### config.mk
export PLATFORM = sky130hd
export DESIGN_NAME = cioc_top
export DESIGN_NICKNAME = d
export VERILOG_FILES = /design/src/rtl/cioc_pkg.sv /design/src/rtl/cioc_dbnc_if.sv /design/src/rtl/cioc_debounce.sv /design/src/rtl/cioc_top.sv
export SDC_FILE = /design/constraint.sdc
export NUM_CORES = 1
export LEC_CHECK = 0
export ABC_AREA = 1
export BUFFER_PORTS_ARGS = -buffer_cell sky130_fd_sc_hd__buf_2
export CORE_MARGIN = 4
export CORE_UTILIZATION = 44
export DETAILED_ROUTE_END_ITERATION = 10
export PLACE_DENSITY = 0.72
export SLEW_MARGIN = 20
export SYNTH_ARGS = -nofsm -noshare
export SYNTH_HDL_FRONTEND = slang
export SYNTH_SLANG_ARGS = --single-unit
### constraint.sdc
create_clock -name sys_clk -period 3.99 [get_ports sys_clk]
set_input_delay 1.197 -clock sys_clk [delete_from_list [all_inputs] [get_ports sys_clk]]
set_output_delay 1.197 -clock sys_clk [all_outputs]
set_load 0.02 [all_outputs]
### src/rtl/cioc_pkg.sv
// Package of constants and types for the camera I/O line conditioning block.
package cioc_pkg;

  // Clock and debounce time base.
  localparam int CLK_PERIOD_PS  = 4000;                          // 250 MHz system clock.
  localparam int DBNC_UNIT_PS   = 1000000;                       // Debounce time unit is 1 us.
  localparam int DBNC_UNIT_CYC  = DBNC_UNIT_PS / CLK_PERIOD_PS;  // Clock cycles per microsecond.
  localparam int DBNC_MAX_US    = 1000000;                       // Longest debounce time, about 1 s.
  localparam int DBNC_W         = 20;                            // Width of a debounce time field.

  // Line indices of the four inputs.
  localparam int LINE_GP  = 0;
  localparam int NUM_IN   = 4;

  // Avalon-MM byte offsets of the registers.
  localparam int          ADDR_W          = 6;
  localparam logic [5:0]  OFS_LINE_MODE   = 6'h00;
  localparam logic [5:0]  OFS_INVERT      = 6'h04;
  localparam logic [5:0]  OFS_GP_SRC      = 6'h08;
  localparam logic [5:0]  OFS_SPARE_SRC   = 6'h0C;
  localparam logic [5:0]  OFS_USER_OUT    = 6'h10;
  localparam logic [5:0]  OFS_TRIG_CFG    = 6'h14;
  localparam logic [5:0]  OFS_TAP_GEOM    = 6'h18;
  localparam logic [5:0]  OFS_LINE_STAT   = 6'h1C;
  localparam logic [5:0]  OFS_DBNC_BASE   = 6'h20;  // Four debounce times: GP, CC1, CC2, CC3.

  // Field positions.
  localparam int INV_OUT_GP     = 4;   // INVERT: bits 3:0 input inverters, 4 and 5 output inverters.
  localparam int INV_OUT_SPARE  = 5;
  localparam int USER_GP_BIT    = 0;   // USER_OUT: GP level in bit 0, spare level in bit 12.
  localparam int USER_SPARE_BIT = 12;
  localparam int TRIG_ACQ_LSB   = 0;   // TRIG_CFG: 5 bits per trigger, enable, activation, source.
  localparam int TRIG_FRM_LSB   = 8;
  localparam int STAT_GP_OUT    = 4;   // LINE_STAT: bits 3:0 conditioned inputs, bit 0 reads zero while GP is an output.
  localparam int STAT_SPARE     = 5;
  localparam int STAT_SPARE_OK  = 6;

  // The CC lines are negative logic: their pin level is flipped before the inverter.
  localparam logic [3:0] IN_NEG_MASK = 4'hE;

  // Output source selection.
  typedef enum logic [2:0] {
    CIOC_SRC_EXPOSURE   = 3'h0,
    CIOC_SRC_FRM_WAIT   = 3'h1,
    CIOC_SRC_USER       = 3'h2,
    CIOC_SRC_ACQ_WAIT   = 3'h3,
    CIOC_SRC_FRM_CYCLE  = 3'h4,
    CIOC_SRC_SYNC_USER  = 3'h5
  } cioc_src_t;

  // Trigger activation.
  typedef enum logic [1:0] {
    CIOC_ACT_RISE  = 2'h0,
    CIOC_ACT_FALL  = 2'h1,
    CIOC_ACT_HIGH  = 2'h2,
    CIOC_ACT_LOW   = 2'h3
  } cioc_act_t;

  // Tap geometry codes that leave no room for the spare bit.
  localparam logic [2:0] TAP_1X8_1Y   = 3'h5;
  localparam logic [2:0] TAP_1X10_1Y  = 3'h6;

  // Reset values.
  localparam logic [2:0] RST_TAP_GEOM = 3'h0;
  localparam cioc_src_t  RST_SRC      = CIOC_SRC_USER;

endpackage

### src/rtl/cioc_dbnc_if.sv
// Interface between the top module and one input debouncer.
`timescale 1ns/1ps
interface cioc_dbnc_if #(
  parameter int DBNC_W = cioc_pkg::DBNC_W
);
  logic              raw;
  logic [DBNC_W-1:0] dly_us;
  logic              level;

  modport ctrl (output raw, output dly_us, input level);
  modport filt (input raw, input dly_us, output level);
endinterface

### src/rtl/cioc_debounce.sv
// One input debouncer with a programmable hold time in microseconds.
`timescale 1ns/1ps
module cioc_debounce #(
  parameter int DBNC_W   = cioc_pkg::DBNC_W,
  parameter int UNIT_CYC = cioc_pkg::DBNC_UNIT_CYC
)(
  input wire logic    sys_clk,
  input wire logic    nrst,
  cioc_dbnc_if.filt   line
);

  localparam int PRE_W = $clog2(UNIT_CYC);
  localparam logic [PRE_W-1:0] PRE_LAST = PRE_W'(UNIT_CYC - 1);

  logic              raw_q;
  logic              lvl_q;
  logic [PRE_W-1:0]  pre_q;
  logic [DBNC_W-1:0] us_q;
  logic              done;

  // Greater-or-equal keeps the filter from hanging when software shortens the time mid-count.
  assign done = (us_q >= line.dly_us);

  // Input sample register; every change against it restarts the count.
  always_ff @(posedge sys_clk) begin
    if (!nrst) begin
      raw_q <= 1'b0;
    end else begin
      raw_q <= line.raw;
    end
  end

  // Per-line microsecond prescaler and hold counter, cleared by every input change.
  always_ff @(posedge sys_clk) begin
    if (!nrst) begin
      pre_q <= '0;
      us_q  <= '0;
    end else if (line.raw != raw_q) begin
      pre_q <= '0;
      us_q  <= '0;
    end else if (!done) begin
      if (pre_q == PRE_LAST) begin
        pre_q <= '0;
        us_q  <= us_q + DBNC_W'(1);
      end else begin
        pre_q <= pre_q + PRE_W'(1);
      end
    end
  end

  // A zero time passes the pin unfiltered; otherwise a level is taken only after its full hold.
  always_ff @(posedge sys_clk) begin
    if (!nrst) begin
      lvl_q <= 1'b0;
    end else if (line.dly_us == '0) begin
      lvl_q <= line.raw;
    end else if (done) begin
      lvl_q <= raw_q;
    end
  end

  assign line.level = lvl_q;

endmodule

### src/rtl/cioc_top.sv
// Camera I/O line conditioning: input debounce, inversion, trigger routing and output sourcing.
//
// Summary of operation
// Matching acquisition source activation raises acquisition trigger.
// Matching frame source activation raises frame trigger.
// Trigger candidates: GP (input only), CC1-CC3.
// Four independent debouncers, each separately timed.
// Pass level only after full hold time.
// Accepted edges delayed by programmed debounce time.
// Time in microseconds, zero passes unfiltered.
// Software picks time above longest glitch.
// Each input has its own polarity inverter.
// Invert bit one inverts, zero passes.
// GP direction selects input or output use.
// Output source picks one of six signals.
// User settable output follows software level.
// Spare bit undriven in two tap geometries.
// Selected output carried on spare data bit.
// Frame grabber extracts spare bit from stream.
// CC inputs negative logic unless inverted.
// User level applied ahead of output inverter.
// Debounce counter restarts on each input change.
`timescale 1ns/1ps
module cioc_top #(
  parameter int DBNC_W   = cioc_pkg::DBNC_W,
  parameter int UNIT_CYC = cioc_pkg::DBNC_UNIT_CYC
)(
  input  wire logic        sys_clk,
  input  wire logic        nrst,
  // Avalon-MM slave.
  input  wire logic [5:0]  avs_address,
  input  wire logic        avs_read,
  input  wire logic        avs_write,
  input  wire logic [31:0] avs_writedata,
  input  wire logic [3:0]  avs_byteenable,
  output logic      [31:0] avs_readdata,
  output logic             avs_waitrequest,
  // General purpose pin, split into its three signals.
  input  wire logic        gp_pin_in,
  output logic             gp_pin_out,
  output logic             gp_pin_oe_n,
  // Camera control lines from the cable, pin level.
  input  wire logic [2:0]  cc_in,
  // Internal status signals offered as output sources.
  input  wire logic        exposure_active,
  input  wire logic        frame_trig_wait,
  input  wire logic        acq_trig_wait,
  input  wire logic        frame_cycle,
  input  wire logic        sync_user_level,
  // Spare data bit for the link serialiser and its availability.
  output logic             cl_spare_bit,
  output logic             cl_spare_valid,
  // Trigger events towards the acquisition logic.
  output logic             acq_trig,
  output logic             frm_trig
);

  localparam int NUM_IN = cioc_pkg::NUM_IN;

  // Parameters the logic cannot serve are refused at elaboration.
  if (UNIT_CYC < 2 || UNIT_CYC > 4096) begin : g_chk_unit
    $error("UNIT_CYC must lie between 2 and 4096.");
  end
  if (DBNC_W < $clog2(cioc_pkg::DBNC_MAX_US + 1) || DBNC_W > 32) begin : g_chk_w
    $error("DBNC_W cannot hold the longest debounce time.");
  end

  // Software visible control state.
  logic                  line_mode_q;   // One selects output operation of the GP pin.
  logic [NUM_IN-1:0]     in_inv_q;
  logic [1:0]            out_inv_q;     // Bit 0 GP, bit 1 spare.
  cioc_pkg::cioc_src_t   gp_src_q;
  cioc_pkg::cioc_src_t   spare_src_q;
  logic [1:0]            user_out_q;    // Bit 0 GP, bit 1 spare.
  logic [1:0]            trig_en_q;     // Index 0 acquisition, 1 frame.
  cioc_pkg::cioc_act_t   trig_act_q [2];
  logic [1:0]            trig_sel_q [2];
  logic [2:0]            tap_geom_q;
  logic [DBNC_W-1:0]     dbnc_time_q [NUM_IN];

  // Bus handshake state.
  logic                  wait_q;
  logic [31:0]           rdata_q;
  logic                  wr_go;
  logic [31:0]           rd_mux;

  // Datapath state.
  logic [NUM_IN-1:0]     raw_in;
  logic [NUM_IN-1:0]     filt;
  logic [NUM_IN-1:0]     cond;
  logic [NUM_IN-1:0]     cand_ok;
  logic [1:0]            lvl_prev_q;
  logic [1:0]            trig_q;
  logic                  gp_out_q;
  logic                  gp_oe_n_q;
  logic                  spare_q;
  logic                  spare_ok_q;
  logic                  spare_ok;

  // Byte-lane merge of a write into the current register word.
  function automatic logic [31:0] be_merge(input logic [31:0] old,
                                           input logic [31:0] wd,
                                           input logic [3:0]  be);
    logic [31:0] res;
    res = old;
    for (int b = 0; b < 4; b++) begin
      if (be[b]) begin
        res[8*b +: 8] = wd[8*b +: 8];
      end
    end
    return res;
  endfunction

  // Level of the selected output source before the line's inverter.
  function automatic logic src_level(input cioc_pkg::cioc_src_t src, input logic user);
    logic lvl;
    lvl = 1'b0;
    unique case (src)
      cioc_pkg::CIOC_SRC_EXPOSURE:  lvl = exposure_active;
      cioc_pkg::CIOC_SRC_FRM_WAIT:  lvl = frame_trig_wait;
      cioc_pkg::CIOC_SRC_USER:      lvl = user;
      cioc_pkg::CIOC_SRC_ACQ_WAIT:  lvl = acq_trig_wait;
      cioc_pkg::CIOC_SRC_FRM_CYCLE: lvl = frame_cycle;
      cioc_pkg::CIOC_SRC_SYNC_USER: lvl = sync_user_level;
      default:                      lvl = 1'b0;
    endcase
    return lvl;
  endfunction

  // Source codes beyond the six defined ones are not stored; the old selection stays.
  function automatic logic src_legal(input logic [2:0] code);
    return code <= cioc_pkg::CIOC_SRC_SYNC_USER;
  endfunction

  // Every request is held one cycle in waitrequest, then answered; the answer cycle commits a write.
  always_ff @(posedge sys_clk) begin
    if (!nrst) begin
      wait_q <= 1'b1;
    end else if ((avs_read || avs_write) && wait_q) begin
      wait_q <= 1'b0;
    end else begin
      wait_q <= 1'b1;
    end
  end

  assign wr_go = avs_write && !wait_q;

  // Configuration registers.
  always_ff @(posedge sys_clk) begin
    logic [31:0] w;
    w = '0;
    if (!nrst) begin
      line_mode_q <= 1'b0;
      in_inv_q    <= '0;
      out_inv_q   <= '0;
      gp_src_q    <= cioc_pkg::RST_SRC;
      spare_src_q <= cioc_pkg::RST_SRC;
      user_out_q  <= '0;
      trig_en_q   <= '0;
      trig_act_q  <= '{cioc_pkg::CIOC_ACT_RISE, cioc_pkg::CIOC_ACT_RISE};
      trig_sel_q  <= '{2'h0, 2'h0};
      tap_geom_q  <= cioc_pkg::RST_TAP_GEOM;
    end else if (wr_go) begin
      unique case (avs_address)
        cioc_pkg::OFS_LINE_MODE: begin
          w = be_merge({31'h0, line_mode_q}, avs_writedata, avs_byteenable);
          line_mode_q <= w[0];
        end
        cioc_pkg::OFS_INVERT: begin
          w = be_merge({26'h0, out_inv_q, in_inv_q}, avs_writedata, avs_byteenable);
          in_inv_q  <= w[NUM_IN-1:0];
          out_inv_q <= w[cioc_pkg::INV_OUT_SPARE:cioc_pkg::INV_OUT_GP];
        end
        cioc_pkg::OFS_GP_SRC: begin
          w = be_merge({29'h0, gp_src_q}, avs_writedata, avs_byteenable);
          if (src_legal(w[2:0])) begin
            gp_src_q <= cioc_pkg::cioc_src_t'(w[2:0]);
          end
        end
        cioc_pkg::OFS_SPARE_SRC: begin
          w = be_merge({29'h0, spare_src_q}, avs_writedata, avs_byteenable);
          if (src_legal(w[2:0])) begin
            spare_src_q <= cioc_pkg::cioc_src_t'(w[2:0]);
          end
        end
        cioc_pkg::OFS_USER_OUT: begin
          w = be_merge({19'h0, user_out_q[1], 11'h0, user_out_q[0]}, avs_writedata, avs_byteenable);
          user_out_q <= {w[cioc_pkg::USER_SPARE_BIT], w[cioc_pkg::USER_GP_BIT]};
        end
        cioc_pkg::OFS_TRIG_CFG: begin
          w = be_merge({19'h0, trig_en_q[1], trig_act_q[1], trig_sel_q[1],
                        3'h0, trig_en_q[0], trig_act_q[0], trig_sel_q[0]},
                       avs_writedata, avs_byteenable);
          trig_sel_q[0] <= w[cioc_pkg::TRIG_ACQ_LSB +: 2];
          trig_act_q[0] <= cioc_pkg::cioc_act_t'(w[cioc_pkg::TRIG_ACQ_LSB+2 +: 2]);
          trig_en_q[0]  <= w[cioc_pkg::TRIG_ACQ_LSB+4];
          trig_sel_q[1] <= w[cioc_pkg::TRIG_FRM_LSB +: 2];
          trig_act_q[1] <= cioc_pkg::cioc_act_t'(w[cioc_pkg::TRIG_FRM_LSB+2 +: 2]);
          trig_en_q[1]  <= w[cioc_pkg::TRIG_FRM_LSB+4];
        end
        cioc_pkg::OFS_TAP_GEOM: begin
          w = be_merge({29'h0, tap_geom_q}, avs_writedata, avs_byteenable);
          tap_geom_q <= w[2:0];
        end
        default: begin
          w = '0;
        end
      endcase
    end
  end

  // Debounce time registers, one word per input line.
  always_ff @(posedge sys_clk) begin
    logic [31:0] w;
    w = '0;
    if (!nrst) begin
      for (int i = 0; i < NUM_IN; i++) begin
        dbnc_time_q[i] <= '0;
      end
    end else if (wr_go) begin
      for (int i = 0; i < NUM_IN; i++) begin
        if (avs_address == cioc_pkg::OFS_DBNC_BASE + 6'(4 * i)) begin
          w = be_merge(32'(dbnc_time_q[i]), avs_writedata, avs_byteenable);
          dbnc_time_q[i] <= w[DBNC_W-1:0];
        end
      end
    end
  end

  // Read multiplexer; unmapped addresses read as zero.
  always_comb begin
    rd_mux = '0;
    unique case (avs_address)
      cioc_pkg::OFS_LINE_MODE: rd_mux = {31'h0, line_mode_q};
      cioc_pkg::OFS_INVERT:    rd_mux = {26'h0, out_inv_q, in_inv_q};
      cioc_pkg::OFS_GP_SRC:    rd_mux = {29'h0, gp_src_q};
      cioc_pkg::OFS_SPARE_SRC: rd_mux = {29'h0, spare_src_q};
      cioc_pkg::OFS_USER_OUT:  rd_mux = {19'h0, user_out_q[1], 11'h0, user_out_q[0]};
      cioc_pkg::OFS_TRIG_CFG:  rd_mux = {19'h0, trig_en_q[1], trig_act_q[1], trig_sel_q[1],
                                         3'h0, trig_en_q[0], trig_act_q[0], trig_sel_q[0]};
      cioc_pkg::OFS_TAP_GEOM:  rd_mux = {29'h0, tap_geom_q};
      cioc_pkg::OFS_LINE_STAT: rd_mux = {25'h0, spare_ok_q, spare_q, gp_out_q, cond & cand_ok};
      default: begin
        for (int i = 0; i < NUM_IN; i++) begin
          if (avs_address == cioc_pkg::OFS_DBNC_BASE + 6'(4 * i)) begin
            rd_mux = 32'(dbnc_time_q[i]);
          end
        end
      end
    endcase
  end

  // Read data are captured on the first request cycle and stand through the answer cycle.
  always_ff @(posedge sys_clk) begin
    if (!nrst) begin
      rdata_q <= '0;
    end else if (avs_read && wait_q) begin
      rdata_q <= rd_mux;
    end
  end

  assign avs_readdata    = rdata_q;
  assign avs_waitrequest = wait_q;

  // Pin levels into the debouncers: GP in bit 0, CC1 to CC3 above it.
  assign raw_in = {cc_in, gp_pin_in};

  // One independent debouncer per input line.
  for (genvar i = 0; i < NUM_IN; i++) begin : g_dbnc
    cioc_dbnc_if #(.DBNC_W(DBNC_W)) dbnc_if ();
    assign dbnc_if.raw    = raw_in[i];
    assign dbnc_if.dly_us = dbnc_time_q[i];
    assign filt[i]        = dbnc_if.level;
    cioc_debounce #(
      .DBNC_W   (DBNC_W),
      .UNIT_CYC (UNIT_CYC)
    ) u_dbnc (
      .sys_clk (sys_clk),
      .nrst    (nrst),
      .line    (dbnc_if)
    );
  end

  // Inversion follows the debouncer; the CC lines carry a fixed extra flip for negative logic.
  assign cond = filt ^ cioc_pkg::IN_NEG_MASK ^ in_inv_q;

  // The GP line is a trigger candidate only while it is an input.
  assign cand_ok = {3'b111, ~line_mode_q};

  // Trigger routing and activation matching for acquisition start and frame start.
  always_ff @(posedge sys_clk) begin
    logic lvl;
    logic ok;
    lvl = 1'b0;
    ok  = 1'b0;
    if (!nrst) begin
      lvl_prev_q <= '0;
      trig_q     <= '0;
    end else begin
      for (int t = 0; t < 2; t++) begin
        lvl = cond[trig_sel_q[t]];
        ok  = trig_en_q[t] && cand_ok[trig_sel_q[t]];
        lvl_prev_q[t] <= lvl;
        unique case (trig_act_q[t])
          cioc_pkg::CIOC_ACT_RISE: trig_q[t] <= ok && lvl && !lvl_prev_q[t];
          cioc_pkg::CIOC_ACT_FALL: trig_q[t] <= ok && !lvl && lvl_prev_q[t];
          cioc_pkg::CIOC_ACT_HIGH: trig_q[t] <= ok && lvl;
          cioc_pkg::CIOC_ACT_LOW:  trig_q[t] <= ok && !lvl;
        endcase
      end
    end
  end

  assign acq_trig = trig_q[0];
  assign frm_trig = trig_q[1];

  // The spare bit has no slot in the two tap geometries 1X8-1Y and 1X10-1Y.
  assign spare_ok = (tap_geom_q != cioc_pkg::TAP_1X8_1Y) && (tap_geom_q != cioc_pkg::TAP_1X10_1Y);

  // Output lines: source, then inverter, then register; the pin is released while it is an input.
  always_ff @(posedge sys_clk) begin
    if (!nrst) begin
      gp_out_q   <= 1'b0;
      gp_oe_n_q  <= 1'b1;
      spare_q    <= 1'b0;
      spare_ok_q <= 1'b0;
    end else begin
      gp_oe_n_q  <= ~line_mode_q;
      gp_out_q   <= line_mode_q & (src_level(gp_src_q, user_out_q[0]) ^ out_inv_q[0]);
      spare_ok_q <= spare_ok;
      spare_q    <= spare_ok & (src_level(spare_src_q, user_out_q[1]) ^ out_inv_q[1]);
    end
  end

  assign gp_pin_out     = gp_out_q;
  assign gp_pin_oe_n    = gp_oe_n_q;
  assign cl_spare_bit   = spare_q;
  assign cl_spare_valid = spare_ok_q;

endmodule

## After elaboration in Yosys (flattened, before gate mapping)

Memories as Yosys holds them, arrays and structs flattened.
Index checks and enable logic that the tools add are counted.
Widths: inputs -> output; s select.

- Register bits after elaboration: 189
- Memory bits (writable): 80
- Input bits: 55
- Output and inout port bits: 39
- Logic and storage cells: 268
- Memories: 1

- Add/subtract/negate cells: 8
- Order comparisons: 8
- Eq/ne operators: 37
- Mux-type cells: 109
- Bitwise logic cells: 17
- Reductions and logical operators: 50

Memory list:

| memory | words | bits a word | rd ports | clocked after Yosys merged registers in | write ports | line | text |
|---|---|---|---|---|---|---|---|
| dbnc_time_q | 4 | 20 | 4 | 0 | 4 | cioc_top.sv:79 | `logic [DBNC_W-1:0] dbnc_time_q [NUM_IN];` |

Operators by type and width:

| kind | number |
|---|---|
| $mux 8 | 36 |
| $pmux 32 s8 | 1 |
| $mux 20 | 5 |
| $mux 32 | 3 |
| $add 20x1->20 const B | 4 |
| $ge 20x20->1 | 4 |
| $logic_not 20->1 | 4 |
| $mux 4 | 16 |
| $add 8x1->8 const B | 4 |
| $eq 8x8->1 const B | 4 |
| $mux 1 | 32 |
| $reduce_and 3->1 | 9 |
| $eq 6x5->1 const B | 4 |
| $eq 6x6->1 const B | 4 |
| $mux 3 | 8 |
| $logic_and 1x1->1 | 14 |
| $eq 3x2->1 const B | 4 |
| $eq 3x3->1 const B | 4 |
| $eq 6x4->1 const B | 2 |
| $pmux 1 s6 | 2 |
| $bmux 1 s2 | 4 |
| $eq 2x2->1 const B | 4 |
| $pmux 1 s4 | 2 |
| $reduce_and 2->1 | 4 |
| 21 further kinds | 51 |

## Longest topological paths before layout

Gate-level depths: netlist of run 1.

- Word-level depth: 8
- Depth in mapped cells: 16
- Gate-level depth less buffers: 16

## Cells and area by module

From an unflattened synthesis of run 1, not the netlist that was laid out.

- Cell total of the unflattened synthesis: 2206
- Area, all modules: 16016.6 µm²

By module, submodules not included:

| module | instances | cells each | area each (µm²) | seq. area each (µm²) |
|---|---|---|---|---|
| cioc_debounce at g_dbnc[0].u_dbnc ... | 3 | 371 | 2452.4 | 600.6 |
| cioc_top | 1 | 722 | 6226.0 | 3543.4 |
| cioc_debounce at g_dbnc[2].u_dbnc | 1 | 371 | 2433.6 | 600.6 |

## Least setup slack after synthesis of run 1

OpenSTA, ideal clock, no wires.

- Path kind: input port to flip-flop
- Start: input port avs_address[3]
- End: memory dbnc_time_q[0][10], enable pin
- Setup time: 0.384 ns
- Arrival time: 2.462 ns
- Required time: 3.606 ns
- Setup slack: 1.143 ns
- Stages on the path: 6
- Path buffers: 1
- Cell sequence: nor2_1 -> nand2_1 -> nor2_4 -> inv_2 -> buf_4 -> o21ai_0

RTL lines:

| item | line | text |
|---|---|---|
| from (decl) | cioc_top.sv:31 | `input wire logic [5:0] avs_address,` |
| to (decl) | cioc_top.sv:79 |  |

## Final worst setup path of run 1

- Start: register g_dbnc[0].u_dbnc.us_q[0]
- End: register g_dbnc[0].u_dbnc.pre_q[1]

- Word-level cells in the longest chain between the ends: 1

Ends and longest elaborated chain:

| item | line | text |
|---|---|---|
| from (decl) | cioc_debounce.sv:18 | `logic [DBNC_W-1:0] us_q;` |
| from (signal assigned) | cioc_debounce.sv:44 | `us_q <= us_q + DBNC_W'(1);` |
| $ge 20x20->1 | cioc_debounce.sv:22 | `assign done = (us_q >= line.dly_us);` |
| to (signal assigned) | cioc_debounce.sv:46 | `pre_q <= pre_q + PRE_W'(1);` |
| to (decl) | cioc_debounce.sv:17 | `logic [PRE_W-1:0] pre_q;` |

No other way between the ends.
A chain may end at the register's enable or synchronous reset.

==> results of run 1 <==
[critical path: cells and delay by family (launching register included)]
family,cells,cell delay [ns]
AO/OA/AOI/OAI,1,0.09
adder cells (fa/ha/maj),1,0.32
buffers and inverters,3,0.45
flip-flops,1,0.41
AND/OR/NAND/NOR,11,1.35
[cell type report]
type | count | area, sq um | area share [%]
clock buffer | 39 | 803.3 | 4.686
sequential | 257 | 5946 | 34.68
inverter | 249 | 934.6 | 5.452
multi-input combinational | 1546 | 8178 | 47.70
tap | 455 | 569.3 | 3.321
timing repair buffer | 94 | 535.5 | 3.124
clock inverter | 13 | 176.4 | 1.029
[cells by family (layout without fill, tap and decap cells)]
kind of cell	after synthesis	in the layout
simple gates	1054	1054
buf+inv	328	395
compound gates	307	307
flops	257	257
fa+ha+maj	92	92
xor+xnor	81	81
other cells	1	12
[synth_stat cells (24+ instances only)]
| library cell | instances | area (sq um) |
|---|---|---|
| sky130_fd_sc_hd__buf_2 | 24 | 120.1 |
| sky130_fd_sc_hd__xnor2_1 | 31 | 271.5 |
| sky130_fd_sc_hd__dfxtp_1 | 177 | 3543 |
| sky130_fd_sc_hd__inv_1 | 236 | 885.9 |
| sky130_fd_sc_hd__nand4_1 | 98 | 613.1 |
| sky130_fd_sc_hd__nand2_1 | 533 | 2001 |
| sky130_fd_sc_hd__ha_1 | 92 | 1151 |
| sky130_fd_sc_hd__edfxtp_1 | 80 | 2402 |
| sky130_fd_sc_hd__xor2_1 | 50 | 437.9 |
| sky130_fd_sc_hd__o21ai_0 | 68 | 340.3 |
| sky130_fd_sc_hd__nor2_1 | 281 | 1055 |
| sky130_fd_sc_hd__a21oi_1 | 186 | 930.9 |
| sky130_fd_sc_hd__nand3_1 | 59 | 295.3 |
[layout by cell type, fill, tap and decap left out, types with 16 or more instances in the layout]
cell                        Yosys  routed
sky130_fd_sc_hd__a21oi_1      186     186
sky130_fd_sc_hd__buf_2         24      68
sky130_fd_sc_hd__buf_4         19      26
sky130_fd_sc_hd__clkbuf_16      0      29
sky130_fd_sc_hd__dfxtp_1      177     177
sky130_fd_sc_hd__edfxtp_1      80      80
sky130_fd_sc_hd__ha_1          92      92
sky130_fd_sc_hd__inv_1        236     236
sky130_fd_sc_hd__nand2_1      533     533
sky130_fd_sc_hd__nand3_1       59      59
sky130_fd_sc_hd__nand4_1       98      98
sky130_fd_sc_hd__nor2_1       281     281
sky130_fd_sc_hd__nor3_1        16      16
sky130_fd_sc_hd__o21ai_0       68      68
sky130_fd_sc_hd__xnor2_1       31      31
sky130_fd_sc_hd__xor2_1        50      50
[path summary, 6_finish.rpt]
check / end / cells past startpoint / slack (ns) / startpoint
setup / recovery: g_dbnc[0].u_dbnc.pre_q[1] / 16 / 1.24 / g_dbnc[0].u_dbnc.us_q[0]
hold / removal: avs_waitrequest / 1 / 0.46 / avs_waitrequest
setup reg to reg: g_dbnc[0].u_dbnc.pre_q[1] / 16 / 1.24 / g_dbnc[0].u_dbnc.us_q[0]
hold reg to reg: avs_waitrequest / 1 / 0.46 / avs_waitrequest
[power breakdown]
group          total [uW]  leakage, uW  internal (uW)  switching, uW
clock                2750     0.000479           1660           1090
combinational         333      0.00441           89.5            243
sequential           2780      0.00226           2740           40.9
[layer usage]
metal  vias to the layer above  track usage [%]  wire length, microns
li1                       7091                -                     -
met1                      6721            28.53                 18220
met2                       474            37.31                 20510
met3                        92            2.421                  2741
met4                         0            6.413                  1309
met5                         -                0                     0
[stage by stage]
step	cell area, sq um	utilization, %	hold slack, ns	worst slack [ns]
6_report	17140	49.38	0.4639	1.241
5_1_grt	17140	49.38	0.4726	1.017
4_1_cts	17140	49.38	0.4642	1.276
3_5_place_dp	16160	46.56	0.4486	0.8566
3_3_place_gp	16160	46.56	0.4372	0.8674
2_1_floorplan	15560	-	0.3912	1.144
[state kept, by name, summed over array words and instances (netlist names), 3 cells and up, named ones only]
register and cells:
trig_act_q 4, g_dbnc.u_dbnc.line.level 4, tap_geom_q 3, trig_sel_q 4
dbnc_time_q 80, g_dbnc.u_dbnc.raw_q 4, avs_readdata 20, g_dbnc.u_dbnc.pre_q 32
gp_src_q 3, g_dbnc.u_dbnc.us_q 80, in_inv_q 4
==> results.cfg, run 1 <==
[clocking]
tritoncts_sinks = 257
cts_max_path_buffers = 3
cts_htree_levels = 1
path_clk_slew_ns = 0.06
clockRootBuffer = sky130_fd_sc_hd__clkbuf_16
post_cts_resize_count = 0
tritoncts = done
worstSkewPairLatency_ns = 0.57
post-cts-setup-buffers = 0
cts_inserted_buffers = 28
cts-hold-fix-buffers = 0

[setup_path]
max_fanout_on_critical_path = 21
timing.critical_path.required_ns = 4.45
critical_path.most_common_cell = sky130_fd_sc_hd__nand2_1
worst-endpoint-arrival_ns = 3.21
start_kind = register
critical-path-slowest-cell = sky130_fd_sc_hd__nand2_1
cp-end-kind = register
timing.setup.critical_path_class = register to register
cpPeakStageDelay_ns = 0.59
critical_path.cell_chain = inv_1 -> ha_1 -> inv_1 -> nand2_1 -> nand2_1 -> nand2_1 -> nand2_1 -> nand2_1 -> nand2_1 -> nand2_1 -> nand2_1 -> nand2_2 -> inv_2 -> nand2_1 -> o21ai_0 -> nor2_1

[final_layout]
drive_above_1_share_pct = 8.690
layout.nets = 2323
filler_cell_count = 3404
antenna-diode-count = 0
finished_layout_cells = 2653
layout-area-overhead-vs-synth_pct = 10.44

[sta]
slew_headroom_pct = 41.21
timing.final.crit_share_pct = 68.89
max_freq_ghz = 0.3638
slew_violations = 0
finalCriticalPeriod_ns = 2.749
setup_violations = 0
setup-tns-final_ns = 0
finalHoldViolCount = 0
worstMarginPinSlew_ns = 0.8809
worst_clock_skew_ns = 0.03257
grt_setup_unrepaired = no

[global_routing]
antenna_violations_before_repair = 0
grt_start_max_net_pins = 58
overall_global_routing_usage_pct = 21.58
grt_pass1_wl_microns = 69170
grt_pass1_vias = 13430
grt_overflow_total = 0

[logic_synthesis]
synth-async-reset-ratio_pct = 0
synth.cell_area_sq_um = 15520
yosys_most_used_dff = sky130_fd_sc_hd__dfxtp_1
yosys.cell_types.count = 50
synth_top_family_by_area = simple AND/OR/NAND/NOR gates
synth_seq_area_share_pct = 38.30
synth_fa_ha_area_share_pct = 7.416
syn_area_per_cell_sq_um = 7.322
synth_simple_gate_area_share_pct = 29.53
yosys_register_bits = 257
synth.mux.area_fraction_pct = 0
synth-xor-area-share_pct = 4.570
synth_compound_area_share_pct = 10.87
post_synth_inst_count = 2120
synth-edff-count = 80
yosysWarningCount = 0

[floorplan]
dieArea_sq_um = 38350
io_pins = 94
fp-row-count = 68
core_region_area_sq_um = 34710
start_util_pct = 44.72
die_height_microns = 195.8
die_span_in_x_microns = 195.8

[placement]
port_buffers = 68
gp_routability_congestion = 0.9421
dpl.cell_count = 2601
place.detailed.hpwl_microns = 31700

[power]
finalPower_uw = 5866
power.ir.vdd_worst_mv = 0.3753
power_leakage_uw = 0.007146
power_density_nw_per_um2 = 342.2

[drt]
totalWireLength_microns = 42780
number_of_detailed_route_iterations_in_the_first_pass = 6
via_count = 14380
vias_per_cell = 5.420
drt.antenna.violating_nets = 0
remaining_drc_errors = 0
wl_per_cell_microns = 16.13
drtIter0Drc = 1361

[worst_hold_path]
worstHoldPathType = register to register

[run_status]
run_status = finished, final reports clean

[run]
number_of_maximum_capacitance_violations = 0
No activity file was read; power rests on OpenSTA's default activity.
==> run 2: changes to the inputs <==
- ABC_AREA: 1 -> 0
- clock period: 3.99 -> 2.6 ns (I/O delays scaled with it)
==> results.cfg, run 2 <==
[sta]
grt_setup_unrepaired = yes
setup_violations = 0
slew_violations = 0
worst_clock_skew_ns = 0.01187
slew_headroom_pct = 63.65
finalCriticalPeriod_ns = 2.503
finalHoldViolCount = 0
max_freq_ghz = 0.3995
worstMarginPinSlew_ns = 0.5452
timing.final.crit_share_pct = 96.28

[placement]
place_area_sq_um = 16100
port_buffers = 68
gp_routability_congestion = 0.9531
place.detailed.hpwl_microns = 30860

[logic_synthesis]
synth_seq_area_share_pct = 40.59
synth_simple_gate_area_share_pct = 24.10
synth-edff-count = 80
yosys_register_bits = 257
synth-async-reset-ratio_pct = 0
yosys_most_used_dff = sky130_fd_sc_hd__dfxtp_1
yosysWarningCount = 0
netlist_top_cells_count = sky130_fd_sc_hd__dfxtp_1, sky130_fd_sc_hd__nand2_1, sky130_fd_sc_hd__a21oi_1
synth_top_family_by_area = simple AND/OR/NAND/NOR gates
synth-xor-area-share_pct = 0.8370
synth_compound_area_share_pct = 16.54
synth.cell_area_sq_um = 14650
yosys.cell_types.count = 75
post_synth_inst_count = 1650
synth_fa_ha_area_share_pct = 7.858
yosys-top-cells-area = sky130_fd_sc_hd__dfxtp_1, sky130_fd_sc_hd__edfxtp_1, sky130_fd_sc_hd__ha_1, sky130_fd_sc_hd__a21oi_1, sky130_fd_sc_hd__nand2_1
synth_area_leader_cell = sky130_fd_sc_hd__dfxtp_1
synth.mux.area_fraction_pct = 4.271
netlist.area_leader.share_pct = 24.19
yosysMostFrequentCell = sky130_fd_sc_hd__dfxtp_1
syn_area_per_cell_sq_um = 8.878

[floorplan]
die_height_microns = 190.5
die_span_in_x_microns = 190.5
start_util_pct = 44.80
fp-row-count = 66
dieArea_sq_um = 36280
io_pins = 94
core_region_area_sq_um = 32700

[power]
power_leakage_uw = 0.006985
power.ir.vdd_worst_mv = 0.5464
finalPower_uw = 9407
power_density_nw_per_um2 = 537.2

[drt]
drt.antenna.violating_nets = 0
remaining_drc_errors = 0
number_of_detailed_route_iterations_in_the_first_pass = 8
vias_per_cell = 5.893
drtIter0Drc = 1328
via_count = 13370
wl_per_cell_microns = 18.62
totalWireLength_microns = 42230

[clocking]
worstSkewPairLatency_ns = 0.57
cts-hold-fix-buffers = 0
cts_max_path_buffers = 3
clockRootBuffer = sky130_fd_sc_hd__clkbuf_16
cts_htree_levels = 1
cts_inserted_buffers = 29
path_clk_slew_ns = 0.06
tritoncts = done
tritoncts_sinks = 257

[setup_path]
timing.setup.critical_path_class = register to register
timing.critical_path.required_ns = 3.11
critical-path-slowest-cell = sky130_fd_sc_hd__or4_1
max_fanout_on_critical_path = 11
critical_path.cell_chain = ha_1 -> nand2b_4 -> a2111o_1 -> o2111ai_2 -> nand4_1 -> buf_6 -> buf_4 -> clkbuf_16 -> or4_1 -> nand2_1
start_kind = register
cp-end-kind = register
worst-endpoint-arrival_ns = 3.01
cpPeakStageDelay_ns = 0.46

[final_layout]
final_cell_mix = sky130_fd_sc_hd__dfxtp_1, sky130_fd_sc_hd__nand2_1, sky130_fd_sc_hd__buf_4
utilization_pct = 53.55
drive_above_1_share_pct = 17.28
layout.nets = 1947
reg_top3 = dbnc_time_q (80), g_dbnc.u_dbnc.us_q (80), g_dbnc.u_dbnc.pre_q (32)
commonest_non_fill_non_tap_cell_in_the_layout = sky130_fd_sc_hd__dfxtp_1
layout-area-overhead-vs-synth_pct = 19.53
final_design_area_no_fill_sq_um = 17510

[global_routing]
grt_pass1_vias = 12540
grt_overflow_total = 0
grt_util_met3_pct = 3.314
overall_global_routing_usage_pct = 22.40
grt_most_used_layer = met2
groute.layer.met1.usage_pct = 31.57
grt_pass1_wl_microns = 66630
antenna_violations_before_repair = 1
groute.layer.met2.usage_pct = 36.05
grt_start_max_net_pins = 43

[run_status]
run_status = finished, final reports clean

[worst_hold_path]
worstHoldPathType = input port to register

[run]
number_of_maximum_capacitance_violations = 0
[run 2: changes by cell type in the layout (fill, tap and decap cells not counted), sizes merged, moves of 34 or more]
cell / delta
a21oi: -63
and2: +94
buf: +113
inv: -145
mux2i: +58
nand2: -381
nand2b: +37
nand4: -62
nor2: -229
o31ai: +34
or4: +36
xor2: -44
[run 2: report_power, final]
part / internal (uW) / switching [uW] / total (uW)
clock: 2750 / 1730 / 4480
sequential: 4210 / 83.1 / 4290
combinational: 225 / 413 / 638
[run 2: stage by stage]
step                      setup slack (ns)  hold WS, ns  std cells  setup TNS, ns
after floorplan                    -0.1830       0.4272       1661         -5.374
after global placement           -0.005935       0.4500       2194       -0.02373
after detailed placement          -0.03337       0.4579       2194        -0.1824
after CTS                         0.004640       0.4454       2249              0
after global routing              -0.04618       0.4737       2266        -0.1070
final                              0.09665       0.4582       2268              0
[run 2: area by class of cell]
| class | instances | area [sq um] |
|---|---|---|
| clock inverters | 11 | 171.4 |
| diodes | 3 | 7.507 |
| inverters | 103 | 386.6 |
| flip-flops and latches | 257 | 5947 |
| multi-input cells | 1200 | 8075 |
| well taps | 442 | 553.0 |
| fillers | 2954 | 15190 |
| repair buffers | 209 | 1486 |
| clock buffers | 43 | 883.3 |
[run 2: repair_timing]
| item | CTS | global route |
|---|---|---|
| resized for setup | 1 | 37 |
| setup buffers | 1 | 13 |
| endpoints found under the setup margin | 2 | 88 |
| pin swaps | 1 | 19 |
| cloned | 0 | 3 |
[run 2: kinds of logic after synthesis]
family                     count (synthesis)
AOI/OAI and AO/OA                        366
buffers and inverters                    204
muxes                                     60
adders and majority gates                 92
other                                      1
and+or+nand+nor                          656
DFF                                      257
xor gates and xnor gates                  14
[run 2: critical path: cells and delay by family (launching register included)]
kind                     cells  cell delay, ns
AO/OA/AOI/OAI                2            0.44
AND/OR/NAND/NOR              4            0.83
flip-flops                   1            0.41
buffers and inverters        3            0.48
adder cells (fa/ha/maj)      1            0.29
[run 2: layer usage]
layer	wire [microns]	part of all wire, %
met5	0	0
met4	1303	3.1
met3	3527	8.4
met2	19050	45
met1	18340	43
[run 2: worst paths after layout]
path | end | start | slack (ns) | depth (start not counted)
worst max-delay path | g_dbnc[1].u_dbnc.us_q[2] | dbnc_time_q[1][0] | 0.1 | 10
worst min-delay path | avs_waitrequest | avs_write | 0.46 | 2
worst min register to register | avs_readdata[1] | avs_readdata[1] | 0.47 | 2
worst max register to register | g_dbnc[1].u_dbnc.us_q[2] | dbnc_time_q[1][0] | 0.1 | 10
==> run 3: changes to the inputs <==
- RECOVER_POWER: not set -> 25
- REMOVE_ABC_BUFFERS: not set -> 1
==> results.cfg, run 3 (same netlist as run 2, synthesis figures left out) <==
[drt]
wl_per_cell_microns = 18.95
number_of_detailed_route_iterations_in_the_first_pass = 7
via_count = 13440
totalWireLength_microns = 42800
drtIter0Drc = 1424
remaining_drc_errors = 0
drt.antenna.violating_nets = 0
vias_per_cell = 5.950

[clocking]
clockRootBuffer = sky130_fd_sc_hd__clkbuf_16
tritoncts = done
path_clk_slew_ns = 0.06
tritoncts_sinks = 257
cts-hold-fix-buffers = 0
cts_htree_levels = 1
worstSkewPairLatency_ns = 0.55
cts_inserted_buffers = 29
cts_max_path_buffers = 3

[power]
finalPower_uw = 9400
power_leakage_uw = 0.006819
power.ir.vdd_worst_mv = 0.4810
power_density_nw_per_um2 = 539.4

[placement]
place_area_sq_um = 16000
port_buffers = 68
dpl.cell_count = 2177
place.detailed.hpwl_microns = 30950
gp_routability_congestion = 0.9620

[worst_hold_path]
hold_end = avs_waitrequest
hold_depth = 2
worstHoldPathType = input port to register
startpoint_of_the_worst_hold_path = avs_write

[final_layout]
finished_layout_cells = 2259
commonest_non_fill_non_tap_cell_in_the_layout = sky130_fd_sc_hd__dfxtp_1
layout.nets = 1942
filler_cell_count = 2954
final_design_area_no_fill_sq_um = 17430
reg_top3 = dbnc_time_q (80), g_dbnc.u_dbnc.us_q (80), g_dbnc.u_dbnc.pre_q (32)
antenna-diode-count = 0
layout-area-overhead-vs-synth_pct = 18.95
final_cell_mix = sky130_fd_sc_hd__dfxtp_1, sky130_fd_sc_hd__nand2_1, sky130_fd_sc_hd__a21oi_1
drive_above_1_share_pct = 15.13

[setup_path]
cp-end-kind = register
crit-reg2reg-capture = g_dbnc[1].u_dbnc.us_q[10]
r2r_startpoint = dbnc_time_q[1][1]
cpPeakStageDelay_ns = 0.48
timing.setup.critical_path_class = register to register
critical_path.cell_chain = inv_1 -> ha_1 -> a2111o_1 -> o2111ai_2 -> nand4_1 -> buf_6 -> clkbuf_16 -> or4_4 -> a21oi_2
reg2reg_slack_ns = 0.05
start_kind = register
max_fanout_on_critical_path = 6
timing.critical_path.required_ns = 3.09
critical-path-slowest-cell = sky130_fd_sc_hd__or4_4
worstRegToRegCells = 9
worst-endpoint-arrival_ns = 3.04

[floorplan]
io_pins = 94
die_height_microns = 190.5
core_region_area_sq_um = 32700
start_util_pct = 44.80
fp-row-count = 66
die_span_in_x_microns = 190.5
dieArea_sq_um = 36280

[global_routing]
grt_pass1_wl_microns = 66790
antenna_violations_before_repair = 1
grt_overflow_total = 0
grt_start_max_net_pins = 49
grt_pass1_vias = 12540
overall_global_routing_usage_pct = 22.43

[sta]
slew_violations = 0
fin_hold_ws_ns = 0.4523
finalCriticalPeriod_ns = 2.550
timing.final.crit_share_pct = 98.06
grt_setup_unrepaired = yes
worstMarginPinSlew_ns = 0.9876
setup_violations = 0
slew_headroom_pct = 34.16
max_freq_ghz = 0.3922
worst_clock_skew_ns = 0.009484
finalHoldViolCount = 0
setup-tns-final_ns = 0

[run]
number_of_maximum_capacitance_violations = 0

[run_status]
run_status = finished, final reports clean
==> run 3: cell count changes in the layout (fill, tap and decap cells not counted), sizes merged <==
cell,previous run,this run
buf,207,166
clkinv,6,10
clkbuf,45,72
diode,3,0
bufinv,4,5
clkinvlp,0,3
==> run 3: worst max path at each step <==
stage,slack (ns),cells past startpoint,end,from
after floorplan,-0.87,8,g_dbnc[2].u_dbnc.pre_q[3],g_dbnc[2].u_dbnc.us_q[0]
after global placement,0.009,7,dbnc_time_q[2][19],avs_address[1]
after detailed placement,-0.04,7,dbnc_time_q[1][16],avs_address[1]
after CTS,0.003,8,g_dbnc[1].u_dbnc.us_q[4],dbnc_time_q[1][0]
after global routing,-0.05,9,g_dbnc[1].u_dbnc.us_q[10],dbnc_time_q[1][0]
final,0.05,9,g_dbnc[1].u_dbnc.us_q[10],dbnc_time_q[1][1]
==> run 3: area by class of cell <==
type / count / area, sq um / area share (%)
multi-input cells: 1200 / 8080 / 46.37
clock inverters: 19 / 225.2 / 1.292
inverters: 103 / 386.6 / 2.219
repair buffers: 204 / 1415 / 8.121
flip-flops and latches: 257 / 5948 / 34.14
well taps: 442 / 553.0 / 3.174
clock buffers: 34 / 817.0 / 4.689
==> run 3: worst max-delay path, delay by kind of cell, from the launching register on <==
kind	cells	cell delay (ns)
buffers and inverters	3	0.44
flip-flops	1	0.43
adder cells (fa/ha/maj)	1	0.29
AO/OA/AOI/OAI	3	0.63
AND/OR/NAND/NOR	2	0.71
==> run 3: power by group <==
group          internal [uW]  switching [uW]
sequential              4210            86.5
combinational            203             416
clock                   2730            1750
total                   7140            2260
==> run 3: repair_timing <==
item,4_1_cts,5_1_grt
pin swaps,0,21
setup buffers,1,25
endpoints found under the setup margin,2,71
resized for setup,1,39
cloned,0,3
==> run 3: layer usage <==
| layer | share of wire [%] | wire length [microns] | vias up | track usage (%) |
|---|---|---|---|---|
| met2 | 45 | 19160 | 588 | 35.21 |
| li1 | - | - | 6324 | - |
| met5 | 0 | 0 | - | 0 |
| met3 | 8.7 | 3708 | 99 | 3.295 |
| met4 | 3.5 | 1483 | 0 | 7.182 |
| met1 | 43 | 18450 | 6430 | 32.00 |
==> run 3: metrics by stage <==
stage / util, % / setup slack (ns)
after floorplan: - / -0.8732
after global placement: 48.92 / 0.009225
after detailed placement: 48.92 / -0.03899
after CTS: 52.19 / 0.002882
after global routing: 53.29 / -0.04694
final: 53.29 / 0.05044
